File: src/rtl/firing_cfg.svh
// timing and divider constants for the three-phase firing sequencer
`ifndef FIRING_CFG_SVH
`define FIRING_CFG_SVH
`define DIV_LAST_SINGLE 4'hf
`define DIV_LAST_DOUBLE 4'h7
`define DIV_LAST_QUAD   4'h3
`define DIV_ZERO        4'h0
`define DIV_STEP        4'h1
`endif

File: src/rtl/firing_pkg.sv
// types shared by the three-phase firing sequencer
package firing_pkg;
  typedef struct packed {
    logic a;
    logic b;
    logic c;
  } phase_set_t;
  typedef struct packed {
    logic main_hi;
    logic main_lo;
    logic comm_hi;
    logic comm_lo;
  } fire_t;
  typedef struct packed {
    fire_t a;
    fire_t b;
    fire_t c;
  } fire_set_t;
  typedef enum logic [5:0] {
    ST0 = 6'h01,
    ST1 = 6'h02,
    ST2 = 6'h04,
    ST3 = 6'h08,
    ST4 = 6'h10,
    ST5 = 6'h20
  } step_t;
  typedef enum logic [3:0] {
    RUN_IDLE  = 4'h1,
    RUN_START = 4'h2,
    RUN_ON    = 4'h4,
    RUN_FAULT = 4'h8
  } run_state_t;
endpackage

File: src/rtl/three_phase_firing_sequencer.sv
// divider, phase generator, modulator, commutation and run/trip logic of the inverter driver
`timescale 1ns/1ns
`include "firing_cfg.svh"

// Operation
// - divide oscillator pulses by 16, 8 or 4 for single, double, quadruple range
// - divided pulse rate is six times the output fundamental
// - generate three square phases and their inverses
// - phases spaced 120 degrees, second after first, third after second
// - first phase passes to output A in both directions
// - forward maps second/third to B/C, reverse to C/B; inverses too
// - chop modulates the centre of every half cycle
// - at low frequency chop modulates the whole cycle
// - commutation logic fires four switches per phase following the command
// - frequency feedback runs at half the oscillator rate
// - bus voltage trip trips all phases
// - phase current above limit overrides firing at once
// - instantaneous over-current halts firing and fires all mains together
// - start, stop and reversal wait for minimum voltage status low
// - run-ready goes low when ready, lifting reference clamp
// - firing enable low starts, high stops firing except forced over-current, current-limit and trip pulses
// - reversal request is active low and preconditioned before reversing
// - primary trips shut down through primary commutating path
// - over-current trip signals start trip and latch lockout, secondary path
// - running lit without fault; fault clears it, reset-needed until stop
// - phase logic runs at 1/96, 1/48 or 1/24 of oscillator
module three_phase_firing_sequencer
  import firing_pkg::*;
(
  // clock and reset
  input  wire logic                 core_clk,
  input  wire logic                 reset_n,
  // speed oscillator and range
  input  wire logic                 osc_pulse,
  input  wire logic                 range_single,
  input  wire logic                 range_double,
  input  wire logic                 range_quadruple,
  output logic                      freq_feedback,
  output logic                      divided_pulse,
  // modulation
  input  wire logic                 chop,
  input  wire logic                 low_frequency,
  output firing_pkg::phase_set_t    phase_cmd,
  output firing_pkg::phase_set_t    phase_cmd_inv,
  // operator and coordination
  input  wire logic                 start_request_n,
  input  wire logic                 reverse_request_n,
  input  wire logic                 min_voltage_n,
  output logic                      run_ready_n,
  output logic                      firing_enable_n,
  output logic                      running,
  output logic                      reset_needed,
  output logic                      reverse_active,
  // protection
  input  wire logic                 bus_voltage_trip,
  input  wire logic                 primary_trip_a_n,
  input  wire logic                 primary_trip_b_n,
  input  wire logic                 overcurrent_trip_n,
  input  wire logic                 ioc_detect,
  input  wire logic [2:0]           phase_current_high,
  output logic                      overcurrent_lockout,
  // firing commands
  output firing_pkg::fire_set_t     fire
);
  import firing_pkg::*;

  // ----------------------------------------
  // reset release
  // ----------------------------------------
  logic rst_meta;
  logic rst_sync_n;
  always_ff @(posedge core_clk or negedge reset_n) begin
    if (!reset_n) begin
      rst_meta   <= 1'b0;
      rst_sync_n <= 1'b0;
    end else begin
      rst_meta   <= 1'b1;
      rst_sync_n <= rst_meta;
    end
  end

  // ----------------------------------------
  // helpers
  // ----------------------------------------
  // centre steps of the half cycle that starts at step first and of the half cycle after it
  function automatic logic centre_of(input step_t s, input step_t first);
    logic r;
    r = 1'b0;
    case (first)
      ST0:     r = (s == ST1) || (s == ST4);
      ST2:     r = (s == ST3) || (s == ST0);
      ST4:     r = (s == ST5) || (s == ST2);
      default: r = 1'b0;
    endcase
    return r;
  endfunction

  // chop gate for one phase: whole cycle at low frequency, centre otherwise
  function automatic logic chop_gate(input logic ph, input logic ctr, input logic lf, input logic ch);
    return ph & (ch | ~(lf | ctr));
  endfunction

  // ----------------------------------------
  // oscillator edge, feedback and divider
  // ----------------------------------------
  logic       osc_prev;
  logic       osc_edge;
  logic [3:0] div_count;
  logic [3:0] div_last;
  assign osc_edge = osc_pulse & ~osc_prev;
  always_ff @(posedge core_clk or negedge rst_sync_n) begin
    if (!rst_sync_n) begin
      osc_prev <= 1'b0;
    end else begin
      osc_prev <= osc_pulse;
    end
  end

  always_ff @(posedge core_clk or negedge rst_sync_n) begin
    if (!rst_sync_n) begin
      freq_feedback <= 1'b0;
    end else if (osc_edge) begin
      freq_feedback <= ~freq_feedback;
    end
  end

  // divisor from range select, quadruple wins
  assign div_last = range_quadruple ? `DIV_LAST_QUAD : (range_double ? `DIV_LAST_DOUBLE : `DIV_LAST_SINGLE);

  // count oscillator pulses; a range change keeps the count, wrapping at the next pulse if past the new limit
  always_ff @(posedge core_clk or negedge rst_sync_n) begin
    if (!rst_sync_n) begin
      div_count     <= `DIV_ZERO;
      divided_pulse <= 1'b0;
    end else begin
      divided_pulse <= 1'b0;
      if (osc_edge) begin
        if (div_count >= div_last) begin
          div_count     <= `DIV_ZERO;
          divided_pulse <= 1'b1;
        end else begin
          div_count <= div_count + `DIV_STEP;
        end
      end
    end
  end

  // ----------------------------------------
  // six-step phase generator
  // ----------------------------------------
  step_t step;
  step_t next_step;
  logic  ph_x;
  logic  ph_y;
  logic  ph_z;
  // one step per divided pulse, six steps per cycle
  always_comb begin
    case (step)
      ST0:     next_step = ST1;
      ST1:     next_step = ST2;
      ST2:     next_step = ST3;
      ST3:     next_step = ST4;
      ST4:     next_step = ST5;
      ST5:     next_step = ST0;
      default: next_step = ST0;
    endcase
  end

  // six divided pulses per output cycle
  // 6 x 16, 8 or 4 oscillator pulses per cycle
  always_ff @(posedge core_clk or negedge rst_sync_n) begin
    if (!rst_sync_n) begin
      step <= ST0;
    end else if (divided_pulse) begin
      step <= next_step;
    end
  end

  // square phases, high for three of six steps
  // each phase lags the previous by two steps
  assign ph_x = (step == ST0) || (step == ST1) || (step == ST2);
  assign ph_y = (step == ST2) || (step == ST3) || (step == ST4);
  assign ph_z = (step == ST4) || (step == ST5) || (step == ST0);

  // ----------------------------------------
  // run, stop and fault sequencing
  // ----------------------------------------
  run_state_t run_state;
  logic       primary_trip;
  logic       ioc_event;
  logic       any_fault;
  // primary trips kept apart from over-current handling
  assign primary_trip = ~primary_trip_a_n | ~primary_trip_b_n | bus_voltage_trip;
  assign ioc_event    = ~overcurrent_trip_n | ioc_detect;
  assign any_fault    = primary_trip | ioc_event | overcurrent_lockout;

  // lockout latches, cleared only by stop/reset with no new event
  always_ff @(posedge core_clk or negedge rst_sync_n) begin
    if (!rst_sync_n) begin
      overcurrent_lockout <= 1'b0;
    end else if (ioc_event) begin
      overcurrent_lockout <= 1'b1;
    end else if (start_request_n) begin
      overcurrent_lockout <= 1'b0;
    end
  end

  // start held low by the controller while running
  // start and stop only at minimum voltage
  // fault drops running and holds reset-needed until stop
  always_ff @(posedge core_clk or negedge rst_sync_n) begin
    if (!rst_sync_n) begin
      run_state <= RUN_IDLE;
    end else begin
      case (run_state)
        RUN_IDLE: begin
          if (!start_request_n) begin
            run_state <= any_fault ? RUN_FAULT : RUN_START;
          end
        end
        RUN_START: begin
          if (any_fault) begin
            run_state <= RUN_FAULT;
          end else if (start_request_n) begin
            run_state <= RUN_IDLE;
          end else if (!min_voltage_n) begin
            run_state <= RUN_ON;
          end
        end
        RUN_ON: begin
          if (any_fault) begin
            run_state <= RUN_FAULT;
          end else if (start_request_n && !min_voltage_n) begin
            run_state <= RUN_IDLE;
          end
        end
        RUN_FAULT: begin
          if (start_request_n) begin
            run_state <= RUN_IDLE;
          end
        end
        default: run_state <= RUN_IDLE;
      endcase
    end
  end

  // firing enable follows the run state
  always_ff @(posedge core_clk or negedge rst_sync_n) begin
    if (!rst_sync_n) begin
      running         <= 1'b0;
      reset_needed    <= 1'b0;
      run_ready_n     <= 1'b1;
      firing_enable_n <= 1'b1;
    end else begin
      running         <= (run_state == RUN_ON) && !any_fault;
      reset_needed    <= (run_state == RUN_FAULT);
      run_ready_n     <= !((run_state == RUN_ON) && !any_fault);
      firing_enable_n <= !((run_state == RUN_ON) && !any_fault);
    end
  end

  // ----------------------------------------
  // direction
  // ----------------------------------------
  // request sampled only at minimum voltage, so the swap never
  // lands on a loaded output
  // reversal gated on minimum voltage
  always_ff @(posedge core_clk or negedge rst_sync_n) begin
    if (!rst_sync_n) begin
      reverse_active <= 1'b0;
    end else if (!min_voltage_n) begin
      reverse_active <= ~reverse_request_n;
    end
  end

  // ----------------------------------------
  // phase mapping and modulator
  // ----------------------------------------
  logic ph_b;
  logic ph_c;
  logic ctr_a;
  logic ctr_b;
  logic ctr_c;
  // first phase is always output A
  assign ph_b  = reverse_active ? ph_z : ph_y;
  assign ph_c  = reverse_active ? ph_y : ph_z;
  assign ctr_a = centre_of(step, ST0);
  assign ctr_b = centre_of(step, reverse_active ? ST4 : ST2);
  assign ctr_c = centre_of(step, reverse_active ? ST2 : ST4);

  // centre of each half cycle chopped
  // whole cycle chopped at low frequency
  always_ff @(posedge core_clk or negedge rst_sync_n) begin
    if (!rst_sync_n) begin
      phase_cmd     <= '0;
      phase_cmd_inv <= '0;
    end else begin
      phase_cmd.a     <= chop_gate(ph_x, ctr_a, low_frequency, chop);
      phase_cmd.b     <= chop_gate(ph_b, ctr_b, low_frequency, chop);
      phase_cmd.c     <= chop_gate(ph_c, ctr_c, low_frequency, chop);
      phase_cmd_inv.a <= chop_gate(~ph_x, ctr_a, low_frequency, chop);
      phase_cmd_inv.b <= chop_gate(~ph_b, ctr_b, low_frequency, chop);
      phase_cmd_inv.c <= chop_gate(~ph_c, ctr_c, low_frequency, chop);
    end
  end

  // ----------------------------------------
  // commutation and firing
  // ----------------------------------------
  phase_set_t pos_prev;
  phase_set_t neg_prev;
  always_ff @(posedge core_clk or negedge rst_sync_n) begin
    if (!rst_sync_n) begin
      pos_prev <= '0;
      neg_prev <= '0;
    end else begin
      pos_prev <= phase_cmd;
      neg_prev <= phase_cmd_inv;
    end
  end

  // one phase: mains follow the command, commutating switch pulses when
  // its main drops; current limit and primary trip force commutation
  function automatic fire_t fire_phase(input logic pos, input logic neg, input logic pp, input logic np,
                                       input logic ilim, input logic en, input logic ptrip, input logic ioc);
    fire_t f;
    f = '0;
    if (ioc) begin
      f.main_hi = 1'b1;
      f.main_lo = 1'b1;
    end else if (ptrip || ilim) begin
      f.comm_hi = pp;
      f.comm_lo = np;
    end else if (en) begin
      f.main_hi = pos;
      f.main_lo = neg;
      f.comm_hi = pp & ~pos;
      f.comm_lo = np & ~neg;
    end
    return f;
  endfunction

  // four switches per phase follow the command
  // over-limit current overrides its phase at once
  // no command firing while enable is high; over-current, current limit and primary trip still force switches
  always_ff @(posedge core_clk or negedge rst_sync_n) begin
    if (!rst_sync_n) begin
      fire <= '0;
    end else begin
      fire.a <= fire_phase(phase_cmd.a, phase_cmd_inv.a, pos_prev.a, neg_prev.a, phase_current_high[0],
                           !firing_enable_n, primary_trip, ioc_event);
      fire.b <= fire_phase(phase_cmd.b, phase_cmd_inv.b, pos_prev.b, neg_prev.b, phase_current_high[1],
                           !firing_enable_n, primary_trip, ioc_event);
      fire.c <= fire_phase(phase_cmd.c, phase_cmd_inv.c, pos_prev.c, neg_prev.c, phase_current_high[2],
                           !firing_enable_n, primary_trip, ioc_event);
    end
  end

endmodule

File: config.mk
export PLATFORM = sky130hd
export DESIGN_NAME = three_phase_firing_sequencer
export DESIGN_NICKNAME = d
export VERILOG_FILES = /design/src/rtl/firing_pkg.sv /design/src/rtl/three_phase_firing_sequencer.sv
export VERILOG_INCLUDE_DIRS = /design/src /design/src/rtl
export SDC_FILE = /design/constraint.sdc
export NUM_CORES = 1
export LEC_CHECK = 0
export BUFFER_PORTS_ARGS = -buffer_cell sky130_fd_sc_hd__buf_2
export CAP_MARGIN = 20
export CORE_AREA = 2 2 48 94
export CTS_BUF_LIST = sky130_fd_sc_hd__clkbuf_8
export CTS_CLUSTER_DIAMETER = 50
export DETAILED_ROUTE_END_ITERATION = 8
export DIE_AREA = 0 0 50 96
export PLACE_DENSITY_LB_ADDON = 0.12
export SYNTH_ARGS = -nofsm -noshare
export SYNTH_HDL_FRONTEND = slang
export SYNTH_SLANG_ARGS = --single-unit
File: constraint.sdc
create_clock -name core_clk -period 1.63 [get_ports core_clk]
set_clock_uncertainty 0.05 [all_clocks]
set_input_delay 0.163 -clock core_clk [delete_from_list [all_inputs] [get_ports core_clk]]
set_output_delay 0.163 -clock core_clk [all_outputs]
set_load 0.02 [all_outputs]
==> results of run 1 <==
==> registers in the layout, summed over array words and instances (netlist names) <==
register             count
rst_meta                 1
phase_cmd                3
freq_feedback            1
div_count                4
pos_prev                 3
fire                    12
reset_needed             1
run_state                4
phase_cmd_inv            3
overcurrent_lockout      1
divided_pulse            1
neg_prev                 3
reverse_active           1
rst_sync_n               1
firing_enable_n          1
running                  1
step                     6
osc_prev                 1
==> synth_stat cells (3+ instances only) <==
cell	instances	area, µm²
nor4_1	5	31.3
mux2i_1	5	50.1
a21oi_1	6	30.0
nand3_1	5	25.0
nand2_1	20	75.1
buf_6	3	33.8
nand4_1	3	18.8
xor2_1	5	43.8
dfrtp_1	45	1130
nor2_1	13	48.8
a21o_1	3	22.5
dfstp_2	3	78.8
clkbuf_1	8	30.0
inv_1	7	26.3
ha_1	3	37.5
and3_1	6	37.5
nor3_1	8	40.0
a211oi_1	4	30.0
nor2b_1	6	37.5
o21ai_0	14	70.1
a31oi_1	5	31.3
nand2b_1	3	18.8
==> cell families after synthesis <==
kind of cell / count (synthesis) / synth area share
AOI/OAI and AO/OA: 44 / 0.132
other: 1 / 0.00171
DFF: 48 / 0.549
xor gates and xnor gates: 6 / 0.0239
muxes: 7 / 0.0331
and+or+nand+nor: 81 / 0.197
buffers and inverters: 20 / 0.0462
adders and majority gates: 3 / 0.0171
==> through the flow <==
| stage | cell area [µm²] | setup WS [ns] |
|---|---|---|
| detailed placement | 2500 | 0.0425 |
| global placement | 2500 | 0.0545 |
| finish | 2670 | 0.0912 |
| floorplan | 2190 | 0.0836 |
| global route | 2670 | 0.000926 |
| CTS | 2640 | 0.00855 |
==> power by group through the flow <==
stage	Clock, W	Combinational, W	Sequential, W
2_1_floorplan	0	0.000880	0.00187
3_3_place_gp	0	0.00129	0.00186
3_5_place_dp	0	0.00131	0.00186
4_1_cts	0.000895	0.00133	0.00184
5_1_grt	0.000943	0.00153	0.00189
6_report	0.000873	0.00138	0.00184
==> final cells by class <==
class / instances / area share
timing repair buffer: 58 / 0.130
inverter: 7 / 0.00985
tap: 52 / 0.0244
clock buffer: 5 / 0.0258
multi-input combinational: 142 / 0.340
clock inverter: 3 / 0.0174
sequential: 48 / 0.452
==> path summary, 6_finish.rpt <==
kind,start,end,slack [ns]
max in group asynchronous,rst_sync_n$_DFF_PN0_,firing_enable_n$_DFF_PN1_,0.80
min in group asynchronous,reset_n,rst_sync_n$_DFF_PN0_,0.11
worst max register to register,div_count[2]$_DFFE_PN0P_,div_count[2]$_DFFE_PN0P_,0.09
worst min-delay path,min_voltage_n,reverse_active$_DFFE_PN0N_,0.07
worst max-delay path,div_count[2]$_DFFE_PN0P_,div_count[2]$_DFFE_PN0P_,0.09
worst min register to register,rst_sync_n$_DFF_PN0_,fire[7]$_DFF_PN0_,0.16
==> metal layers <==
layer	vias up	part of all wire	global-route usage
met5	-	0	0
met4	0	0.034	0.125
met3	15	0.041	0.0342
met2	46	0.55	0.355
met1	864	0.37	0.220
li1	845	-	-
==> worst max-delay path: stages (launching register included) <==
cell and delay (ns):
dfrtp_1 0.42, ha_1 0.27, a21o_1 0.20, a211oi_2 0.30, nand2_1 0.08, o21ai_0 0.15
==> what timing repair did <==
item,CTS,global route
buffers inserted,0,1
endpoints found under the setup margin,0,11
hold buffers,3,0
endpoints found under the hold margin,4,0
resized for setup,0,4
==> out/qor.yml, run 1 <==
synthesis:
  syn-cell-area_um2: 2190
  synthCells: 210
  ys.warnings.count: 0
  seq_area_frac_synth: 0.549
  ys_async_sr_fraction: 1.00
  synth_fp_nets: 232
  synth_edf_count: 0
  synth_cell_type_count: 48
  syn_avg_cell_area_um2: 10.5
  ys.flop_type: "dfrtp_1"
  synth.ff_latch_count: 48
global_route:
  grt_use_total: 0.202
  overflow: 0
  grt_max_degree: 30
  grt_first_pass_wirelength_um: 7420
  antenna_found_initial: 0
  grt_pass1_vias: 1704
critical_path:
  required_ns: 1.80
  cp-end-kind: "flop"
  r2r_cells: 5
  start_kind: "flop"
  cp.arrival_ns: 1.71
  crit_fanout: 4
  critPathKind: "reg2reg"
cts:
  clock-root-buffer: "clkbuf_8"
  cts_buffer_depth: 2
  clk_pin_slew_ns: 0.09
  clock_latency_ns: 0.30
  htreeDepth: 2
  cts.sinks: 48
  cts_made_buffers: 5
  cts_tree: "done"
route:
  wl_per_cell_um: 13.6
  routed_via_density: 5.62
  drt_iter0_markers: 32
  post-route-drc-count: 0
  antenna_left: 0
  drt_wl_total_um: 4290
  drt-pass1-iter-count: 4
  vias: 1770
power_and_ir_drop:
  p_seq_frac: 0.450
  p_comb_frac: 0.337
  p_sw_w: 0.00150
  max-vdd-ir-drop_uv: 1200
  leakagePower_nw: 1.28
  clock_power_share: 0.213
  p_int_w: 0.00260
  pwr_density_cell_nw_per_um2: 1530
  p_sw_frac: 0.365
  power.total_w: 0.00409
die:
  io_pins: 45
  die_h_um: 96
  die-area_um2: 4800
  initial_utilization: 0.537
  rows: 33
  coreArea_um2: 4090
  die_w_um: 50
finish:
  final_cell_mix: "dfrtp_1 (44), buf_2 (43), nand2_1 (20), o21ai_0 (14), nor2_1 (12)"
  final_cells: 315
  final-seq-area_um2: 1210
  utilization: 0.653
  layout_commonest_cell: "dfrtp_1"
  drive_gt1_frac: 0.304
  area_growth_pct: 21.6
  antenna_cells: 0
  final_nets: 284
  fill_cells: 347
  multi_input_area_um2: 907
sta:
  maxSlewViolCount: 0
  setup_violations: 0
  fin_crit_ns: 1.54
  max_freq_ghz: 0.650
  final.setup.tns_ns: 0
  post-route-period-util: 0.944
  final_hold_viol_count: 0
  rsz0062_at_grt: "no"
  fin_hold_ws_ns: 0.0708
place:
  numPortBuffers: 43
  dp_cells: 303
  hpwl_um: 3190
  gp_congestion: 0.869
run_status:
  outcome: "complete, no violations"
run:
  max-cap-violations: 0
min_path:
  min_path_cells: 2
  hold_path.class: "in2reg"
Power figures use the tool's default switching activity.
==> inputs of run 2 (changes only) <==
--- a/config.mk
+++ b/config.mk
@@ -6,13 +6,14 @@
 export SDC_FILE = /design/constraint.sdc
 export NUM_CORES = 1
 export LEC_CHECK = 0
+export ABC_AREA = 1
 export BUFFER_PORTS_ARGS = -buffer_cell sky130_fd_sc_hd__buf_2
 export CAP_MARGIN = 20
-export CORE_AREA = 2 2 48 94
+export CORE_AREA = 2 2 47 93
 export CTS_BUF_LIST = sky130_fd_sc_hd__clkbuf_8
 export CTS_CLUSTER_DIAMETER = 50
 export DETAILED_ROUTE_END_ITERATION = 8
-export DIE_AREA = 0 0 50 96
+export DIE_AREA = 0 0 49 95
 export PLACE_DENSITY_LB_ADDON = 0.12
 export SYNTH_ARGS = -nofsm -noshare
 export SYNTH_HDL_FRONTEND = slang
==> run 2 against run 1 <==
  * Cell count increased by 6.3%
  * Clock-buffer cell count rose by 1
  * First-iteration DRC count decreased by 19%
  * Register-to-register slack better by 0.05 ns
  * Combinational power is 11% lower
==> out/qor.yml, run 2 <==
run_status:
  outcome: "complete, no violations"
sta:
  maxSlewViolCount: 0
  setup_violations: 0
  final_hold_viol_count: 0
  rsz0062_at_grt: "no"
  post-route-period-util: 0.913
  fin_crit_ns: 1.49
  max_freq_ghz: 0.672
  fin_hold_ws_ns: 0.0138
power_and_ir_drop:
  max-vdd-ir-drop_uv: 822
  p_int_w: 0.00230
  pwr_density_cell_nw_per_um2: 1440
  clock_power_share: 0.193
  p_seq_frac: 0.473
  p_comb_frac: 0.333
  leakagePower_nw: 1.35
  p_sw_frac: 0.377
  p_sw_w: 0.00139
place:
  dpl_cell_area_um2: 2450
  gp_congestion: 0.827
  hpwl_um: 3050
  numPortBuffers: 43
finish:
  drive_gt1_frac: 0.272
  area_growth_pct: 18.7
  top_regs: "fire (12), step (6)"
  utilization: 0.642
  multi_input_area_um2: 793
  largest_register_ffs: 12
  final_cell_area_um2: 2570
  antenna_cells: 0
  fill_cells: 351
  final_nets: 304
  final-seq-area_um2: 1210
  largest-register: "fire"
  layout_commonest_cell: "dfrtp_1"
  final_cell_mix: "dfrtp_1 (44), buf_2 (43), inv_1 (39), nand2_1 (34), nor2_1 (21)"
cts:
  cts_buffer_depth: 2
  clk_pin_slew_ns: 0.08
  clock_latency_ns: 0.30
  postCtsSetupBuffers: 0
  htreeDepth: 2
  cts.sinks: 48
  cts_tree: "done"
  clock-root-buffer: "clkbuf_8"
  cts_made_buffers: 5
route:
  routed_via_density: 5.09
  drt-pass1-iter-count: 4
  wl_per_cell_um: 11.8
  post-route-drc-count: 0
  drt_wl_total_um: 3960
  vias: 1705
  antenna_left: 0
  drt_iter0_markers: 26
synthesis:
  yosysMostFrequentCell: "dfrtp_1"
  ys_async_sr_fraction: 1.00
  seq_area_frac_synth: 0.556
  synth_fa_ha_area_frac: 0.0173
  synth_compound_area_frac: 0.0855
  syn-cell-area_um2: 2170
  synthMuxAreaShare: 0
  synth.ff_latch_count: 48
  synth_edf_count: 0
  syn_avg_cell_area_um2: 9.34
  synth_cell_type_count: 32
  yosysTopAreaCell: "dfrtp_1"
  ys.warnings.count: 0
  synth_top_area_frac: 0.520
  synth_commonest_cells: "dfrtp_1 (45), inv_1 (38), nand2_1 (34), nor2_1 (21), nand3_1 (17)"
  synthTopCellsByArea: "dfrtp_1 (52%), inv_1 (6.6%), nand2_1 (5.9%)"
  synth_fp_nets: 254
  synth_top_family_by_area: "simple AND/OR/NAND/NOR gates"
  synth_xor_area_frac: 0.0121
  synthCells: 232
  synthSimpleGateAreaFrac: 0.247
  ys.flop_type: "dfrtp_1"
die:
  die_h_um: 95
  coreArea_um2: 4010
  die-area_um2: 4660
  initial_utilization: 0.541
  rows: 33
  io_pins: 45
  die_w_um: 49
min_path:
  min-delay-start: "reverse_request_n"
  min_path_cells: 2
  hold_path.class: "in2reg"
global_route:
  antenna_found_initial: 0
  grt_first_pass_wirelength_um: 6960
  overflow: 0
  grt_max_degree: 31
  grt_use_total: 0.197
  grt_pass1_vias: 1670
critical_path:
  critPathSlowestCell: "dfrtp_1"
  r2r_cells: 5
  crit_buf_inv: 0
  rrSetupSlack_ns: 0.14
  start_kind: "flop"
  crit_start: "div_count[3]$_DFFE_PN0P_"
  rr_startpoint: "div_count[3]$_DFFE_PN0P_"
  crit_chain: "ha_1, a21o_1, a31oi_2, nand2_1, a21oi_1"
  critical-path-top-delay-family: "compound AO/OA/AOI/OAI gates"
  cp.arrival_ns: 1.66
  critPathKind: "reg2reg"
  crit_fanout: 4
  cp-end-kind: "flop"
  required_ns: 1.80
  slowest_delay_ns: 0.40
  cp.depth: 5
run:
  max-cap-violations: 0
run 2: cell types whose count changed in the layout (fill, tap and decap cells not counted), moves of 5 or more:
cell,delta
inv_1,+32
o31ai_1,+5
nand4_1,+6
nor2b_1,-6
nor2_4,+5
nand3_1,+12
nand3_2,+8
mux2i_1,-5
nor2_1,+9
nor3_1,-6
nand2_1,+14
buf_4,-10
and3_1,-6
run 2: final cells by class:
type,count,share of cell area
sequential,48,0.469
multi-input combinational,140,0.309
inverter,40,0.0584
clock inverter,2,0.00438
timing repair buffer,47,0.102
clock buffer,6,0.0321
tap,52,0.0253
run 2: repair_timing:
action / 4_1_cts / 5_1_grt
hold buffers: 2 / 0
gates resized for setup: 0 / 1
setup endpoints to repair: 0 / 2
endpoints found under the hold margin: 3 / 0
run 2: cell families after synthesis:
family                   count (synthesis)
AND/OR/NAND/NOR                        101
flip-flops                              48
adder cells (fa/ha/maj)                  3
XOR/XNOR                                 3
other                                    1
AO/OA/AOI/OAI                           32
buffers and inverters                   44
run 2: path summary, 6_finish.rpt:
kind / endpoint
max in group asynchronous: firing_enable_n$_DFF_PN1_
worst max-delay path: div_count[0]$_DFFE_PN0P_
worst max register to register: div_count[0]$_DFFE_PN0P_
worst min-delay path: reverse_active$_DFFE_PN0N_
worst min register to register: fire[0]$_DFF_PN0_
min in group asynchronous: rst_sync_n$_DFF_PN0_
run 2: routing by layer:
layer / track usage / up-vias / routed length [µm]
met5: 0 / - / 0
met4: 0.105 / 0 / 93
li1: - / 847 / -
met1: 0.207 / 800 / 1600
met2: 0.366 / 52 / 2090
met3: 0.0364 / 6 / 175
run 2: power groups by stage:
stage               logic (W)  clock network [W]  registers, W
detailed placement    0.00122                  0       0.00177
global placement      0.00117                  0       0.00177
CTS                   0.00122           0.000747       0.00175
floorplan            0.000755                  0       0.00188
global route          0.00139           0.000796       0.00180
finish                0.00123           0.000714       0.00175
run 2: through the flow:
| stage | instances | total power, W | TNS [ns] | worst slack, ns |
|---|---|---|---|---|
| 2_1_floorplan | 232 | 0.00263 | 0 | 0.150 |
| 3_3_place_gp | 325 | 0.00294 | 0 | 0.0374 |
| 3_5_place_dp | 325 | 0.00299 | -0.0884 | -0.0516 |
| 4_1_cts | 335 | 0.00372 | 0 | 0.100 |
| 5_1_grt | 335 | 0.00399 | 0 | 0.0413 |
| 6_report | 335 | 0.00370 | 0 | 0.142 |
==> inputs of run 3 (changes only) <==
==> constraint.sdc (replaced) <==
create_clock -name core_clk -period 1.5 [get_ports core_clk]
set_clock_uncertainty 0.05 [all_clocks]
set_input_delay 0.15 -clock core_clk [delete_from_list [all_inputs] [get_ports core_clk]]
set_output_delay 0.15 -clock core_clk [all_outputs]
set_load 0.02 [all_outputs]
==> run 3 against run 2 <==
  * Register-to-register slack worse by 0.06 ns
  * Critical path type unchanged
  * Clock power up 12%
  * First-iteration DRC count up 7.7%
  * Sequential share of layout area down 0.85 points
  * Largest power group unchanged
  * Design area up 1.8%
  * Cell count up 0.60%
  * Global-route usage down 0.36 points
  * Highest routed layer unchanged
  * Clock-buffer cell count up 1
  * Critical endpoint unchanged
  * Power up 11%
  * Sequential cell count unchanged
==> out/qor.yml, run 3 (synthesis gave the netlist of run 2 again) <==
min_path:
  hold_path.class: "in2reg"
place:
  dp_cells: 326
  hpwl_um: 3020
  numPortBuffers: 43
  gp_congestion: 0.818
die:
  io_pins: 45
  coreArea_um2: 4010
  die-area_um2: 4660
  initial_utilization: 0.541
  rows: 33
  die_w_um: 49
  die_h_um: 95
cts:
  clk_pin_slew_ns: 0.08
  clock-root-buffer: "clkbuf_8"
  cts_buffer_depth: 2
  htreeDepth: 2
  postCtsSetupBuffers: 0
  cts.sinks: 48
  cts_tree: "done"
  cts_made_buffers: 5
  clock_latency_ns: 0.29
global_route:
  overflow: 0
  grt_pass1_vias: 1655
  grt_use_total: 0.194
  grt_first_pass_wirelength_um: 6910
  grt_max_degree: 31
  antenna_found_initial: 0
finish:
  final_cell_mix: "dfrtp_1 (44), buf_2 (43), inv_1 (39), nand2_1 (34), nor2_1 (20)"
  final_nets: 306
  largest_register_ffs: 12
  fill_cells: 348
  final_cells: 337
  layout_commonest_cell: "dfrtp_1"
  utilization: 0.654
  top_regs: "fire (12), step (6)"
  largest-register: "fire"
  antenna_cells: 0
  drive_gt1_frac: 0.281
  area_growth_pct: 20.9
route:
  vias: 1708
  post-route-drc-count: 0
  drt_iter0_markers: 28
  routed_via_density: 5.07
  drt-pass1-iter-count: 4
  antenna_left: 0
  wl_per_cell_um: 11.6
  drt_wl_total_um: 3910
critical_path:
  rrSetupSlack_ns: 0.08
  required_ns: 1.67
  cp.arrival_ns: 1.59
  crit_fanout: 4
  crit_chain: "ha_4, a21o_1, a31oi_4, nand2_1, a21oi_1"
  critPathSlowestCell: "dfrtp_1"
  start_kind: "flop"
  slowest_delay_ns: 0.43
  critPathKind: "reg2reg"
  cp-end-kind: "flop"
sta:
  max_freq_ghz: 0.705
  final_hold_viol_count: 0
  rsz0062_at_grt: "no"
  post-route-period-util: 0.946
  maxSlewViolCount: 0
  final.setup.tns_ns: 0
  setup_violations: 0
  fin_crit_ns: 1.42
power_and_ir_drop:
  leakagePower_nw: 1.36
  pwr_density_cell_nw_per_um2: 1570
  max-vdd-ir-drop_uv: 1020
run_status:
  outcome: "complete, no violations"
run:
  max-cap-violations: 0
==> run 3: layout make-up <==
class	instances	area [µm²]	share of cell area
clock buffers	7	96.3	0.0368
clock inverters	1	3.75	0.00143
inverters	40	150	0.0573
multi-input cells	140	817	0.312
flip-flops and latches	48	1210	0.461
well taps	52	65.1	0.0248
repair buffers	49	280	0.107
==> run 3: power by group <==
| part | switching (W) | internal (W) |
|---|---|---|
| logic | 0.000862 | 0.000527 |
| clock network | 0.000389 | 0.000414 |
| registers | 0.000276 | 0.00164 |
==> run 3: layer usage <==
layer  up-vias  GRT usage  wire, µm
met3         8     0.0411       189
met1       798      0.219      1560
li1        853          -         -
met5         -          0         0
met4         0      0.100        87
met2        49      0.340      2070
==> run 3: path summary, 6_finish.rpt <==
| check | startpoint | cells after the start | endpoint |
|---|---|---|---|
| max reg2reg | div_count[3]$_DFFE_PN0P_ | 5 | div_count[0]$_DFFE_PN0P_ |
| min reg2reg | rst_sync_n$_DFF_PN0_ | 0 | fire[0]$_DFF_PN0_ |
| max in group asynchronous | rst_sync_n$_DFF_PN0_ | 1 | run_state[0]$_DFFE_PN1P_ |
| max | div_count[3]$_DFFE_PN0P_ | 5 | div_count[0]$_DFFE_PN0P_ |
| min | min_voltage_n | 2 | reverse_active$_DFFE_PN0N_ |
| min in group asynchronous | reset_n | 2 | rst_sync_n$_DFF_PN0_ |
==> run 3: critical path: cells and delay by family, from the launching register on <==
kind	cells	cell delay (ns)
AOI/OAI and AO/OA	3	0.53
adders and majority gates	1	0.27
DFF	1	0.43
and+or+nand+nor	1	0.07
==> run 3: stage by stage <==
| step | total power [W] | setup slack, ns | area (µm²) | hold slack [ns] |
|---|---|---|---|---|
| after global placement | 0.00319 | -0.0928 | 2460 | -0.115 |
| after CTS | 0.00408 | 0.0331 | 2590 | 0.0432 |
| after floorplan | 0.00286 | 0.0203 | 2170 | -0.196 |
| final | 0.00411 | 0.0810 | 2620 | 0.0498 |
| after global routing | 0.00443 | 0.0113 | 2620 | 0.0569 |
| after detailed placement | 0.00324 | -0.109 | 2460 | -0.113 |
==> run 3: timing repair <==
action / CTS / global route
hold buffers: 3 / 0
endpoints found under the hold margin: 4 / 0
setup endpoints to repair: 1 / 7
resized for setup: 1 / 3
